## src/baud_ctrl_pkg.sv

```systemverilog
// Constants and types shared by the baud-rate control block
package baud_ctrl_pkg;

    // ----------------------------------------------------------------
    // Register bus
    // ----------------------------------------------------------------
    typedef logic [1:0] addr_type;
    typedef logic [7:0] data_type;

    localparam addr_type CTRL_ADDR = 2'h0;
    localparam addr_type STATUS_ADDR = 2'h1;
    localparam addr_type MASK_ADDR = 2'h2;

    // ----------------------------------------------------------------
    // Control register fields
    // ----------------------------------------------------------------
    localparam int ABD_OVF_BIT = 7;
    localparam int IDLE_BIT = 6;
    localparam int GAP_HI_BIT = 5;
    localparam int POL_BIT = 4;
    localparam int WIDE_BIT = 3;
    localparam int GAP_LO_BIT = 2;
    localparam int WAKE_EN_BIT = 1;
    localparam int ABD_BIT = 0;

    // ----------------------------------------------------------------
    // Event status and mask fields
    // ----------------------------------------------------------------
    localparam int EV_W = 3;
    localparam int EV_WAKE_BIT = 0;
    localparam int EV_ABD_BIT = 1;
    localparam int EV_START_BIT = 2;
    localparam logic [EV_W-1:0] EV_NONE = 3'h0;

    // ----------------------------------------------------------------
    // Divider
    // ----------------------------------------------------------------
    localparam int DIV_W = 16;
    localparam int NARROW_W = 8;
    typedef logic [DIV_W-1:0] div_type;
    localparam div_type DIV_ZERO = 16'h0000;
    localparam div_type DIV_ONE = 16'h0001;

    localparam data_type BYTE_ZERO = 8'h00;

    typedef enum logic {
        RX_IDLE,
        RX_BUSY
    } rx_state_type;

endpackage

```

## src/line_events_if.sv

```systemverilog
// Synchronised line levels and edges passed to the control logic
`timescale 1ns/1ns
interface line_events_if;
    logic rx_level;
    logic rx_fall;
    logic sclk_rise;
    logic sclk_fall;

    modport source (
        output rx_level,
        output rx_fall,
        output sclk_rise,
        output sclk_fall
    );
    modport sink (
        input rx_level,
        input rx_fall,
        input sclk_rise,
        input sclk_fall
    );
endinterface

```

## src/pin_edge_detect.sv

```systemverilog
// Two-stage synchronisers and edge detection for the receive and clock pins
`timescale 1ns/1ns
module pin_edge_detect (
    input wire logic clk,
    input wire logic nrst,
    input wire logic rx_pin,
    input wire logic sclk_pin,
    line_events_if.source ev
);
    typedef struct packed {
        logic rx_meta;
        logic rx_sync;
        logic rx_prev;
        logic ck_meta;
        logic ck_sync;
        logic ck_prev;
    } edge_state_type;

    edge_state_type s_reg;
    edge_state_type s_next;

    // Idle serial line is high, so the receive stages reset high
    always_comb begin
        s_next = s_reg;
        s_next.rx_meta = rx_pin;
        s_next.rx_sync = s_reg.rx_meta;
        s_next.rx_prev = s_reg.rx_sync;
        s_next.ck_meta = sclk_pin;
        s_next.ck_sync = s_reg.ck_meta;
        s_next.ck_prev = s_reg.ck_sync;
    end

    always_ff @(posedge clk or negedge nrst) begin
        if (!nrst) begin
            s_reg <= '{1'b1, 1'b1, 1'b1, 1'b0, 1'b0, 1'b0};
        end else begin
            s_reg <= s_next;
        end
    end

    assign ev.rx_level = s_reg.rx_sync;
    assign ev.rx_fall = s_reg.rx_prev & ~s_reg.rx_sync;
    assign ev.sclk_rise = ~s_reg.ck_prev & s_reg.ck_sync;
    assign ev.sclk_fall = s_reg.ck_prev & ~s_reg.ck_sync;
endmodule

```

## src/baud_divider.sv

```systemverilog
// Free-running baud-rate divider, 8 or 16 bits wide
`timescale 1ns/1ns
module baud_divider (
    input wire logic clk,
    input wire logic nrst,
    input wire logic wide,
    input wire baud_ctrl_pkg::div_type divisor,
    input wire logic restart,
    output logic tick
);
    import baud_ctrl_pkg::*;

    typedef struct packed {
        div_type count;
        logic tick;
    } div_state_type;

    div_state_type s_reg;
    div_state_type s_next;

    // Narrow mode ignores the upper divisor byte entirely
    function automatic div_type period_of(input logic w, input div_type d);
        period_of = w ? d : {{(DIV_W-NARROW_W){1'b0}}, d[NARROW_W-1:0]};
    endfunction

    always_comb begin
        s_next = s_reg;
        s_next.tick = 1'b0;
        if (restart) begin
            s_next.count = period_of(wide, divisor);
        end else if (s_reg.count == DIV_ZERO) begin
            s_next.count = period_of(wide, divisor);
            s_next.tick = 1'b1;
        end else begin
            s_next.count = s_reg.count - DIV_ONE;
        end
    end

    always_ff @(posedge clk or negedge nrst) begin
        if (!nrst) begin
            s_reg <= '{DIV_ZERO, 1'b0};
        end else begin
            s_reg <= s_next;
        end
    end

    assign tick = s_reg.tick;

    property p_narrow_count;
        @(posedge clk) disable iff (!nrst)
        (!wide && (restart || s_reg.count == DIV_ZERO))
            |=> s_reg.count <= period_of(1'b0, {DIV_W{1'b1}});
    endproperty
    a_narrow_count: assert property (p_narrow_count)
        else $error("narrow divider count above eight bits");
endmodule

```

## src/baud_rate_control_unit.sv

```systemverilog
// Baud-rate control register with idle, polarity, wake and auto-rate logic
//
// Behaviour
// Async idle flag is 1 when idle, 0 from start bit to end.
// Async mode drives transmit data inverted when polarity select is 1.
// Sync mode polarity select picks rising (1) or falling (0) data edge.
// Async wake enable: falling edge sets receive flag, no character taken.
// Wake enable clears itself once the wake edge set the receive flag.
// Async auto-rate enable starts detection and clears itself on completion.
// Divider counts eight bits by default, sixteen when wide select is set.
// Sync mode ignores idle, wake and auto-rate; bits 5 and 2 read zero.
`timescale 1ns/1ns
module baud_rate_control_unit (
    input wire logic clk,
    input wire logic nrst,
    input wire baud_ctrl_pkg::addr_type addr,
    input wire baud_ctrl_pkg::data_type wdata,
    input wire logic wr_en,
    input wire logic rd_en,
    output baud_ctrl_pkg::data_type rdata,
    input wire logic sync_mode,
    input wire logic rx_pin,
    input wire logic sclk_pin,
    input wire logic tx_serial_data,
    input wire logic tx_sync_clock,
    input wire logic rx_char_done,
    input wire logic abd_complete,
    input wire logic abd_overflow,
    input wire baud_ctrl_pkg::div_type divisor,
    input wire logic divisor_load,
    output logic transmit_clock_pin,
    output logic receive_interrupt_flag_set,
    output logic auto_rate_active,
    output logic wide_divider_select,
    output logic baud_tick,
    output logic data_clock_strobe,
    output logic irq
);
    import baud_ctrl_pkg::*;

    // ----------------------------------------------------------------
    // State
    // ----------------------------------------------------------------
    typedef struct packed {
        logic pol;
        logic wide;
        logic wake_en;
        logic abd;
        rx_state_type rx_state;
        logic [EV_W-1:0] status;
        logic [EV_W-1:0] mask;
        data_type rdata;
        logic pin;
        logic rx_flag_set;
        logic clk_strobe;
        logic irq;
    } top_state_type;

    top_state_type s_reg;
    top_state_type s_next;

    line_events_if ev ();

    logic wake_ev;
    logic start_ev;
    logic abd_ev;
    logic ctrl_wr;
    logic [EV_W-1:0] events;

    // ----------------------------------------------------------------
    // Submodules
    // ----------------------------------------------------------------
    pin_edge_detect edges (
        .clk(clk),
        .nrst(nrst),
        .rx_pin(rx_pin),
        .sclk_pin(sclk_pin),
        .ev(ev.source)
    );

    baud_divider divider (
        .clk(clk),
        .nrst(nrst),
        .wide(s_reg.wide),
        .divisor(divisor),
        .restart(divisor_load),
        .tick(baud_tick)
    );

    // ----------------------------------------------------------------
    // Register read view
    // ----------------------------------------------------------------
    function automatic data_type ctrl_view(input top_state_type s,
                                           input logic sync,
                                           input logic ovf);
        data_type v;
        v = BYTE_ZERO;
        v[ABD_OVF_BIT] = ovf;
        // Synchronous mode has no idle meaning; it simply reads high
        v[IDLE_BIT] = sync | (s.rx_state == RX_IDLE);
        v[POL_BIT] = s.pol;
        v[WIDE_BIT] = s.wide;
        v[WAKE_EN_BIT] = s.wake_en;
        v[ABD_BIT] = s.abd;
        ctrl_view = v;
    endfunction

    function automatic data_type widen(input logic [EV_W-1:0] f);
        widen = {{(8-EV_W){1'b0}}, f};
    endfunction

    // ----------------------------------------------------------------
    // Event decode
    // ----------------------------------------------------------------
    always_comb begin
        ctrl_wr = wr_en && (addr == CTRL_ADDR);
        wake_ev = !sync_mode && s_reg.wake_en && ev.rx_fall;
        // A start bit is ignored while waking or measuring the rate
        start_ev = !sync_mode && !s_reg.wake_en && !s_reg.abd
                   && (s_reg.rx_state == RX_IDLE) && ev.rx_fall;
        abd_ev = !sync_mode && s_reg.abd && abd_complete;
        events = EV_NONE;
        events[EV_WAKE_BIT] = wake_ev;
        events[EV_ABD_BIT] = abd_ev;
        events[EV_START_BIT] = start_ev;
    end

    // ----------------------------------------------------------------
    // Next state
    // ----------------------------------------------------------------
    always_comb begin
        s_next = s_reg;
        s_next.rx_flag_set = 1'b0;
        s_next.rdata = BYTE_ZERO;

        unique case (s_reg.rx_state)
            RX_IDLE: begin
                if (start_ev) begin
                    s_next.rx_state = RX_BUSY;
                end
            end
            RX_BUSY: begin
                if (rx_char_done || sync_mode) begin
                    s_next.rx_state = RX_IDLE;
                end
            end
        endcase

        if (wake_ev) begin
            s_next.rx_flag_set = 1'b1;
            s_next.wake_en = 1'b0;
        end
        if (abd_ev) begin
            s_next.abd = 1'b0;
        end

        // A software write in the same cycle overrides the self-clear
        if (ctrl_wr) begin
            s_next.pol = wdata[POL_BIT];
            s_next.wide = wdata[WIDE_BIT];
            s_next.wake_en = wdata[WAKE_EN_BIT];
            s_next.abd = wdata[ABD_BIT];
        end
        if (wr_en && (addr == MASK_ADDR)) begin
            s_next.mask = wdata[EV_W-1:0];
        end

        if (rd_en) begin
            unique case (addr)
                CTRL_ADDR: s_next.rdata = ctrl_view(s_reg, sync_mode,
                                                    abd_overflow);
                STATUS_ADDR: s_next.rdata = widen(s_reg.status);
                MASK_ADDR: s_next.rdata = widen(s_reg.mask);
                default: s_next.rdata = BYTE_ZERO;
            endcase
        end

        // Read clears, but an event in the same cycle is kept
        if (rd_en && (addr == STATUS_ADDR)) begin
            s_next.status = EV_NONE;
        end
        s_next.status = s_next.status | events;

        if (sync_mode) begin
            s_next.pin = tx_sync_clock;
        end else begin
            s_next.pin = tx_serial_data ^ s_reg.pol;
        end
        s_next.clk_strobe = sync_mode
            && (s_reg.pol ? ev.sclk_rise : ev.sclk_fall);

        s_next.irq = |(s_next.status & s_next.mask);
    end

    always_ff @(posedge clk or negedge nrst) begin
        if (!nrst) begin
            s_reg <= '{1'b0, 1'b0, 1'b0, 1'b0, RX_IDLE, EV_NONE, EV_NONE,
                       BYTE_ZERO, 1'b1, 1'b0, 1'b0, 1'b0};
        end else begin
            s_reg <= s_next;
        end
    end

    // ----------------------------------------------------------------
    // Outputs
    // ----------------------------------------------------------------
    assign rdata = s_reg.rdata;
    assign transmit_clock_pin = s_reg.pin;
    assign receive_interrupt_flag_set = s_reg.rx_flag_set;
    assign auto_rate_active = s_reg.abd;
    assign wide_divider_select = s_reg.wide;
    assign data_clock_strobe = s_reg.clk_strobe;
    assign irq = s_reg.irq;

    // ----------------------------------------------------------------
    // Assertions
    // ----------------------------------------------------------------
    property p_start_busy;
        @(posedge clk) disable iff (!nrst)
        (rd_en && addr == CTRL_ADDR && !sync_mode
            && s_reg.rx_state == RX_BUSY) |=> !rdata[IDLE_BIT];
    endproperty
    a_start_busy: assert property (p_start_busy)
        else $error("idle flag not low after start bit");

    property p_done_idle;
        @(posedge clk) disable iff (!nrst)
        (s_reg.rx_state == RX_BUSY && rx_char_done)
            |=> s_reg.rx_state == RX_IDLE;
    endproperty
    a_done_idle: assert property (p_done_idle)
        else $error("receiver not idle after character end");

    property p_async_pin;
        @(posedge clk) disable iff (!nrst)
        !sync_mode |=> transmit_clock_pin
            == ($past(tx_serial_data) ^ $past(s_reg.pol));
    endproperty
    a_async_pin: assert property (p_async_pin)
        else $error("transmit pin polarity wrong");

    property p_edge_pick;
        @(posedge clk) disable iff (!nrst)
        (sync_mode && s_reg.pol && ev.sclk_rise)
            or (sync_mode && !s_reg.pol && ev.sclk_fall)
            |=> data_clock_strobe;
    endproperty
    a_edge_pick: assert property (p_edge_pick)
        else $error("selected clock edge not strobed");

    property p_edge_cause;
        @(posedge clk) disable iff (!nrst)
        data_clock_strobe |-> $past(sync_mode)
            && ($past(s_reg.pol) ? $past(ev.sclk_rise)
                                 : $past(ev.sclk_fall));
    endproperty
    a_edge_cause: assert property (p_edge_cause)
        else $error("strobe on wrong clock edge");

    property p_wake_flag;
        @(posedge clk) disable iff (!nrst)
        wake_ev |=> receive_interrupt_flag_set
            && s_reg.rx_state == RX_IDLE;
    endproperty
    a_wake_flag: assert property (p_wake_flag)
        else $error("wake edge did not set receive flag");

    property p_wake_clear;
        @(posedge clk) disable iff (!nrst)
        (wake_ev && !ctrl_wr)
            |=> !s_reg.wake_en ##1 !receive_interrupt_flag_set;
    endproperty
    a_wake_clear: assert property (p_wake_clear)
        else $error("wake enable not cleared after wake");

    property p_abd_clear;
        @(posedge clk) disable iff (!nrst)
        (abd_ev && !ctrl_wr) |=> !auto_rate_active;
    endproperty
    a_abd_clear: assert property (p_abd_clear)
        else $error("auto-rate enable not cleared on completion");

    property p_gap_zero;
        @(posedge clk) disable iff (!nrst)
        (rd_en && addr == CTRL_ADDR)
            |=> !rdata[GAP_HI_BIT] && !rdata[GAP_LO_BIT];
    endproperty
    a_gap_zero: assert property (p_gap_zero)
        else $error("unimplemented control bits read nonzero");

    property p_sync_quiet;
        @(posedge clk) disable iff (!nrst)
        sync_mode [*2] |-> !receive_interrupt_flag_set;
    endproperty
    a_sync_quiet: assert property (p_sync_quiet)
        else $error("wake acted in synchronous mode");

    c_wake: cover property (@(posedge clk) disable iff (!nrst)
        wake_ev ##1 receive_interrupt_flag_set);
    c_abd: cover property (@(posedge clk) disable iff (!nrst)
        auto_rate_active ##[1:20] !auto_rate_active);
    c_char: cover property (@(posedge clk) disable iff (!nrst)
        start_ev ##[1:50] rx_char_done);
    c_irq: cover property (@(posedge clk) disable iff (!nrst)
        irq ##1 (rd_en && addr == STATUS_ADDR));
endmodule

```

## config.mk

```make
export PLATFORM = sky130hd
export DESIGN_NAME = baud_rate_control_unit
export DESIGN_NICKNAME = d
export VERILOG_FILES = /design/src/baud_ctrl_pkg.sv /design/src/line_events_if.sv /design/src/pin_edge_detect.sv /design/src/baud_divider.sv /design/src/baud_rate_control_unit.sv
export SDC_FILE = /design/constraint.sdc
export NUM_CORES = 1
export LEC_CHECK = 0
export BUFFER_PORTS_ARGS = -buffer_cell sky130_fd_sc_hd__buf_2
export CORE_ASPECT_RATIO = 0.75
export CORE_UTILIZATION = 56
export CTS_CLUSTER_DIAMETER = 150
export DETAILED_ROUTE_END_ITERATION = 10
export HOLD_SLACK_MARGIN = 0.02
export PLACE_DENSITY = 0.83
export SLEW_MARGIN = 20
export SYNTH_ARGS = -nofsm -noshare
export SYNTH_HDL_FRONTEND = slang
export SYNTH_HIERARCHICAL = 1
export SYNTH_SLANG_ARGS = --single-unit
```

## constraint.sdc

```tcl
create_clock -name clk -period 4.9 [get_ports clk]
set_input_delay 0.245 -clock clk [delete_from_list [all_inputs] [get_ports clk]]
set_output_delay 0.245 -clock clk [all_outputs]
set_load 0.1 [all_outputs]
```

Word-level counts from Yosys, hierarchy flattened
Index checks and enable logic that the tools add are counted.

Register bits after elaboration: 46. Input port bits: 39. Output and inout bits: 15.

Add/subtract/negate cells: 1. Equality and inequality tests: 2. Mux-type cells: 18. Bitwise gates (word level): 11. Reductions and logical operators: 21.

Operators by type and width (count): $mux 16 (3); $pmux 8 s3 (1); $logic_not 16->1 (1); $sub 16x1->16 const B (1); $logic_and 1x1->1 (12); $mux 1 (9); $mux 8 (1); $mux 3 (2); $not 1->1 (4); $reduce_bool 2->1 (2); $and 1x1->1 (3); $and 3x3->3 (1); $logic_not 1->1 (3); $or 3x3->3 (1); $reduce_or 3->1 (1); $eq 2x1->1 const B (1); $eq 2x2->1 const B (1); $logic_not 2->1 (1); $mux 2 (1); $pmux 1 s2 (1); $logic_or 1x1->1 (1); $or 1x1->1 (1); $xor 1x1->1 (1).

Logic depth before layout (Yosys ltp)
Depth in word-level cells: 8. Depth in mapped cells: 8. Gate-level depth less buffers: 6.

Hierarchy
The synthesis kept the hierarchy.

By module, submodules not included: baud_divider (times used 1, cells each 89, area an instance 1004.7 µm², sequential area each 425.4 µm²); baud_rate_control_unit (times used 1, cells each 82, area an instance 974.7 µm², sequential area each 551.8 µm²); pin_edge_detect (times used 1, cells each 9, area an instance 175.2 µm², sequential area each 153.9 µm²).

Least setup slack after synthesis
OpenSTA, ideal clock, no wires.

Kind: reg-to-reg. Start: reg divider/s_reg[5] (netlist name). End: reg divider/s_reg[8] (netlist name). Setup time: 125 ps. Data arrival time: 1768 ps. Data required time: 4775 ps. Slack: 3006 ps. Cell stages (with the launch flop): 7. Cells stage by stage: dfrtp_1 -> nor4_4 -> nand4_2 -> o21ba_1 -> buf_6 -> buf_12 -> mux2_4.

RTL lines: start, declared (RTL line baud_divider.sv:18) `div_state_type s_reg;`; start signal, assigned (RTL line baud_divider.sv:41) `s_reg <= '{DIV_ZERO, 1'b0};`; start signal, assigned (RTL line baud_divider.sv:43) `s_reg <= s_next;`.

==> flow_summary.yaml <==
synthesis:
  synth_top_area_share: 0.476
  yosys-top-cells-count: "dfrtp_1 (41), nand2_1 (20), mux2i_1 (12), xor2_1 (12)"
  avgSynthCellArea_um2: 12.0
  async_flop_share: 1.00
  ys_top_cells_by_area: "dfrtp_1 (48%), mux2i_1 (5.6%), dfstp_2 (4.9%), xor2_1 (4.9%), mux2_2 (4.2%)"
  seq_area_frac_synth: 0.525
  synthCells: 180
  ys_warn_count: 6
  synth_top_area_cell: "dfrtp_1"
  yosys.cell_count.top_type: "dfrtp_1"
  synth_nets: 221
  synth_cell_types: 42
  syn-cell-area_um2: 2150
  synth_edf_count: 0
  synth_ff_type: "dfrtp_1"
  ys_seq_elements: 45
power:
  ir_worst_vdd_uv: 253
  p_leak_nw: 1.25
  finalPower_uw: 941
  cellPowerDensity_nw_per_um2: 382
cells_and_area:
  design_area_um2: 2470
  nets: 266
  instances_no_fill: 278
  area_growth_pct: 14.5
  nFillCells: 316
  num_antenna_cells: 0
  drive_above_1_share: 0.341
  largest_reg_flops: 16
placed_design:
  dpl.cell_count: 269
  hpwl_um: 2660
  portBuffers: 49
  routabilityCongestion: 0.776
  placed_area_um2: 2360
timing:
  timing.final.max_slew_violations: 0
  final_hold_viol_count: 0
  slew_headroom: 0.368
  tightest_slew_ns: 0.948
  tns_ns: 0
  finalCritPeriodShare: 0.446
  rsz0062_at_grt: "no"
  min_period_ns: 2.18
  setup_viol: 0
  fin_skew_ns: 0.00917
  fmax_mhz: 458
setup_path:
  crit_start: "divider/s_reg[5]$_DFF_PN0_"
  critPathMaxStageDelay_ns: 0.52
  cp_slowest_cell: "nor4_4"
  crit_buf_inv: 0
  crit_fanout: 16
  critPathKind: "register to register"
  critPathRequiredTime_ns: 5.09
  worstPathCellList: "nor4_4, nand4_2, o21ba_1, mux2_4"
  cp-start-kind: "register"
  r2r-start: "divider/s_reg[5]$_DFF_PN0_"
  cp_top_family: "simple AND/OR/NAND/NOR gates"
  reg2reg_slack_ns: 2.72
  cp-end-kind: "register"
  critPathArrivalTime_ns: 2.37
clocking:
  insertion_delay_ns: 0.30
  clk_pin_slew_worst_paths_ns: 0.09
  cts-htree-levels: 2
  cts_sinks: 45
  cts_tree: "built"
  postCtsSetupBuffers: 0
  cts_root_buffer: "clkbuf_8"
  cts_buffers: 5
  clock_path_buffers: 2
route:
  num_vias: 1424
  drc_errors: 0
  wl_um: 3770
  ant_nets: 0
  drtIter0Drc: 72
  first_pass_iters: 4
  viasPerCell: 5.12
  post_drt_wl_per_cell_um: 13.6
floorplan:
  rows: 19
  die_width_um: 73.6
  io_pins: 54
  coreArea_um2: 3660
  start_util: 0.589
  chipHeight_um: 55.7
  die-area_um2: 4100
flow_run:
  maxCapViolations: 0
min_path:
  hold_path.class: "input pin to register"
  hp-start: "sclk_pin"
global_route:
  grt_overflow: 0
  grtUsageTotal: 0.208
  grt_pass1_wl_um: 6190
  grt_start_max_net_pins: 46
  first_global_vias: 1315
  antenna_found_initial: 0
run_status:
  outcome: "complete, no violations"
[metal layers]
metal	wire, um	GRT usage	vias to the layer above	part of all wire
met5	0	0	-	0
li1	-	-	703	-
met1	1780	0.286	676	0.47
met2	1730	0.307	38	0.46
met4	55	0.0907	0	0.015
met3	206	0.0598	7	0.055
[final timing paths]
kind	endpoint	depth (start not counted)
min in group asynchronous	rdata[7]$_DFF_PN0_	1
min reg2reg	edges/s_next[0]$_DFF_PN0_	0
min	edges/s_next[1]$_DFF_PN0_	1
max	divider/s_reg[8]$_DFF_PN0_	4
max reg2reg	divider/s_reg[8]$_DFF_PN0_	4
max in group asynchronous	divider/s_reg[12]$_DFF_PN0_	1
[placed cells by master (no fill, tap or decap), drive strengths merged, types with 3 or more instances in the layout]
cell type	count
o21ai	4
and2	5
nand3b	5
nor4	4
xor2	12
nor2b	5
inv	5
nor3	4
nand3	4
nand4	4
dfrtp	41
nor2	6
dfstp	4
and3	3
buf	49
mux2i	12
mux2	12
nand2	20
clkbuf	6
[cells by family (layout without fill, tap and decap cells)]
logic type | after synthesis | count (layout) | share of synthesized area
adders and majority gates | 2 | 2 | 0.0116
DFF | 45 | 45 | 0.525
and+or+nand+nor | 66 | 66 | 0.187
buffers and inverters | 16 | 62 | 0.0563
xor gates and xnor gates | 14 | 14 | 0.0569
muxes | 24 | 24 | 0.122
AOI/OAI and AO/OA | 12 | 12 | 0.0395
other | 1 | 1 | 0.00174
[power by group]
part	total [mW]	switching [mW]	internal, mW
Clock	0.246	0.130	0.116
Combinational	0.227	0.148	0.0797
Sequential	0.468	0.0481	0.420
[final cells by class]
type	count	area [um2]	share of cell area
Clock buffer	6	82.6	0.0335
Clock inverter	2	16.3	0.00659
Inverter	4	15.0	0.00609
Multi-Input combinational cell	119	902	0.366
Sequential cell	45	1130	0.458
Tap cell	52	65.1	0.0264
Timing Repair Buffer	50	255	0.103
[metrics by stage]
stage | hold WS [ns] | util | setup slack [ns]
final | 0.0414 | 0.674 | 2.72
after global routing | 0.0311 | 0.674 | 2.55
after CTS | 0.0214 | 0.671 | 2.71
after detailed placement | 0.342 | 0.644 | 2.73
after global placement | 0.332 | 0.644 | 2.74
after floorplan | -0.0506 | - | 3.01
[repair_timing]
item | 4_1_cts | 5_1_grt
endpoints found under the setup margin | 0 | 0
endpoints found under the hold margin | 0 | 1
hold buffers | 0 | 1
resized for setup | 0 | 0
[worst reg2reg max path, cell delays in order, from the launching register on]
cell and delay [ns]:
dfrtp_1 0.46, nor4_4 0.52, nand4_2 0.16, o21ba_1 0.50
mux2_4 0.42
(Power assumes the default switching activity.)
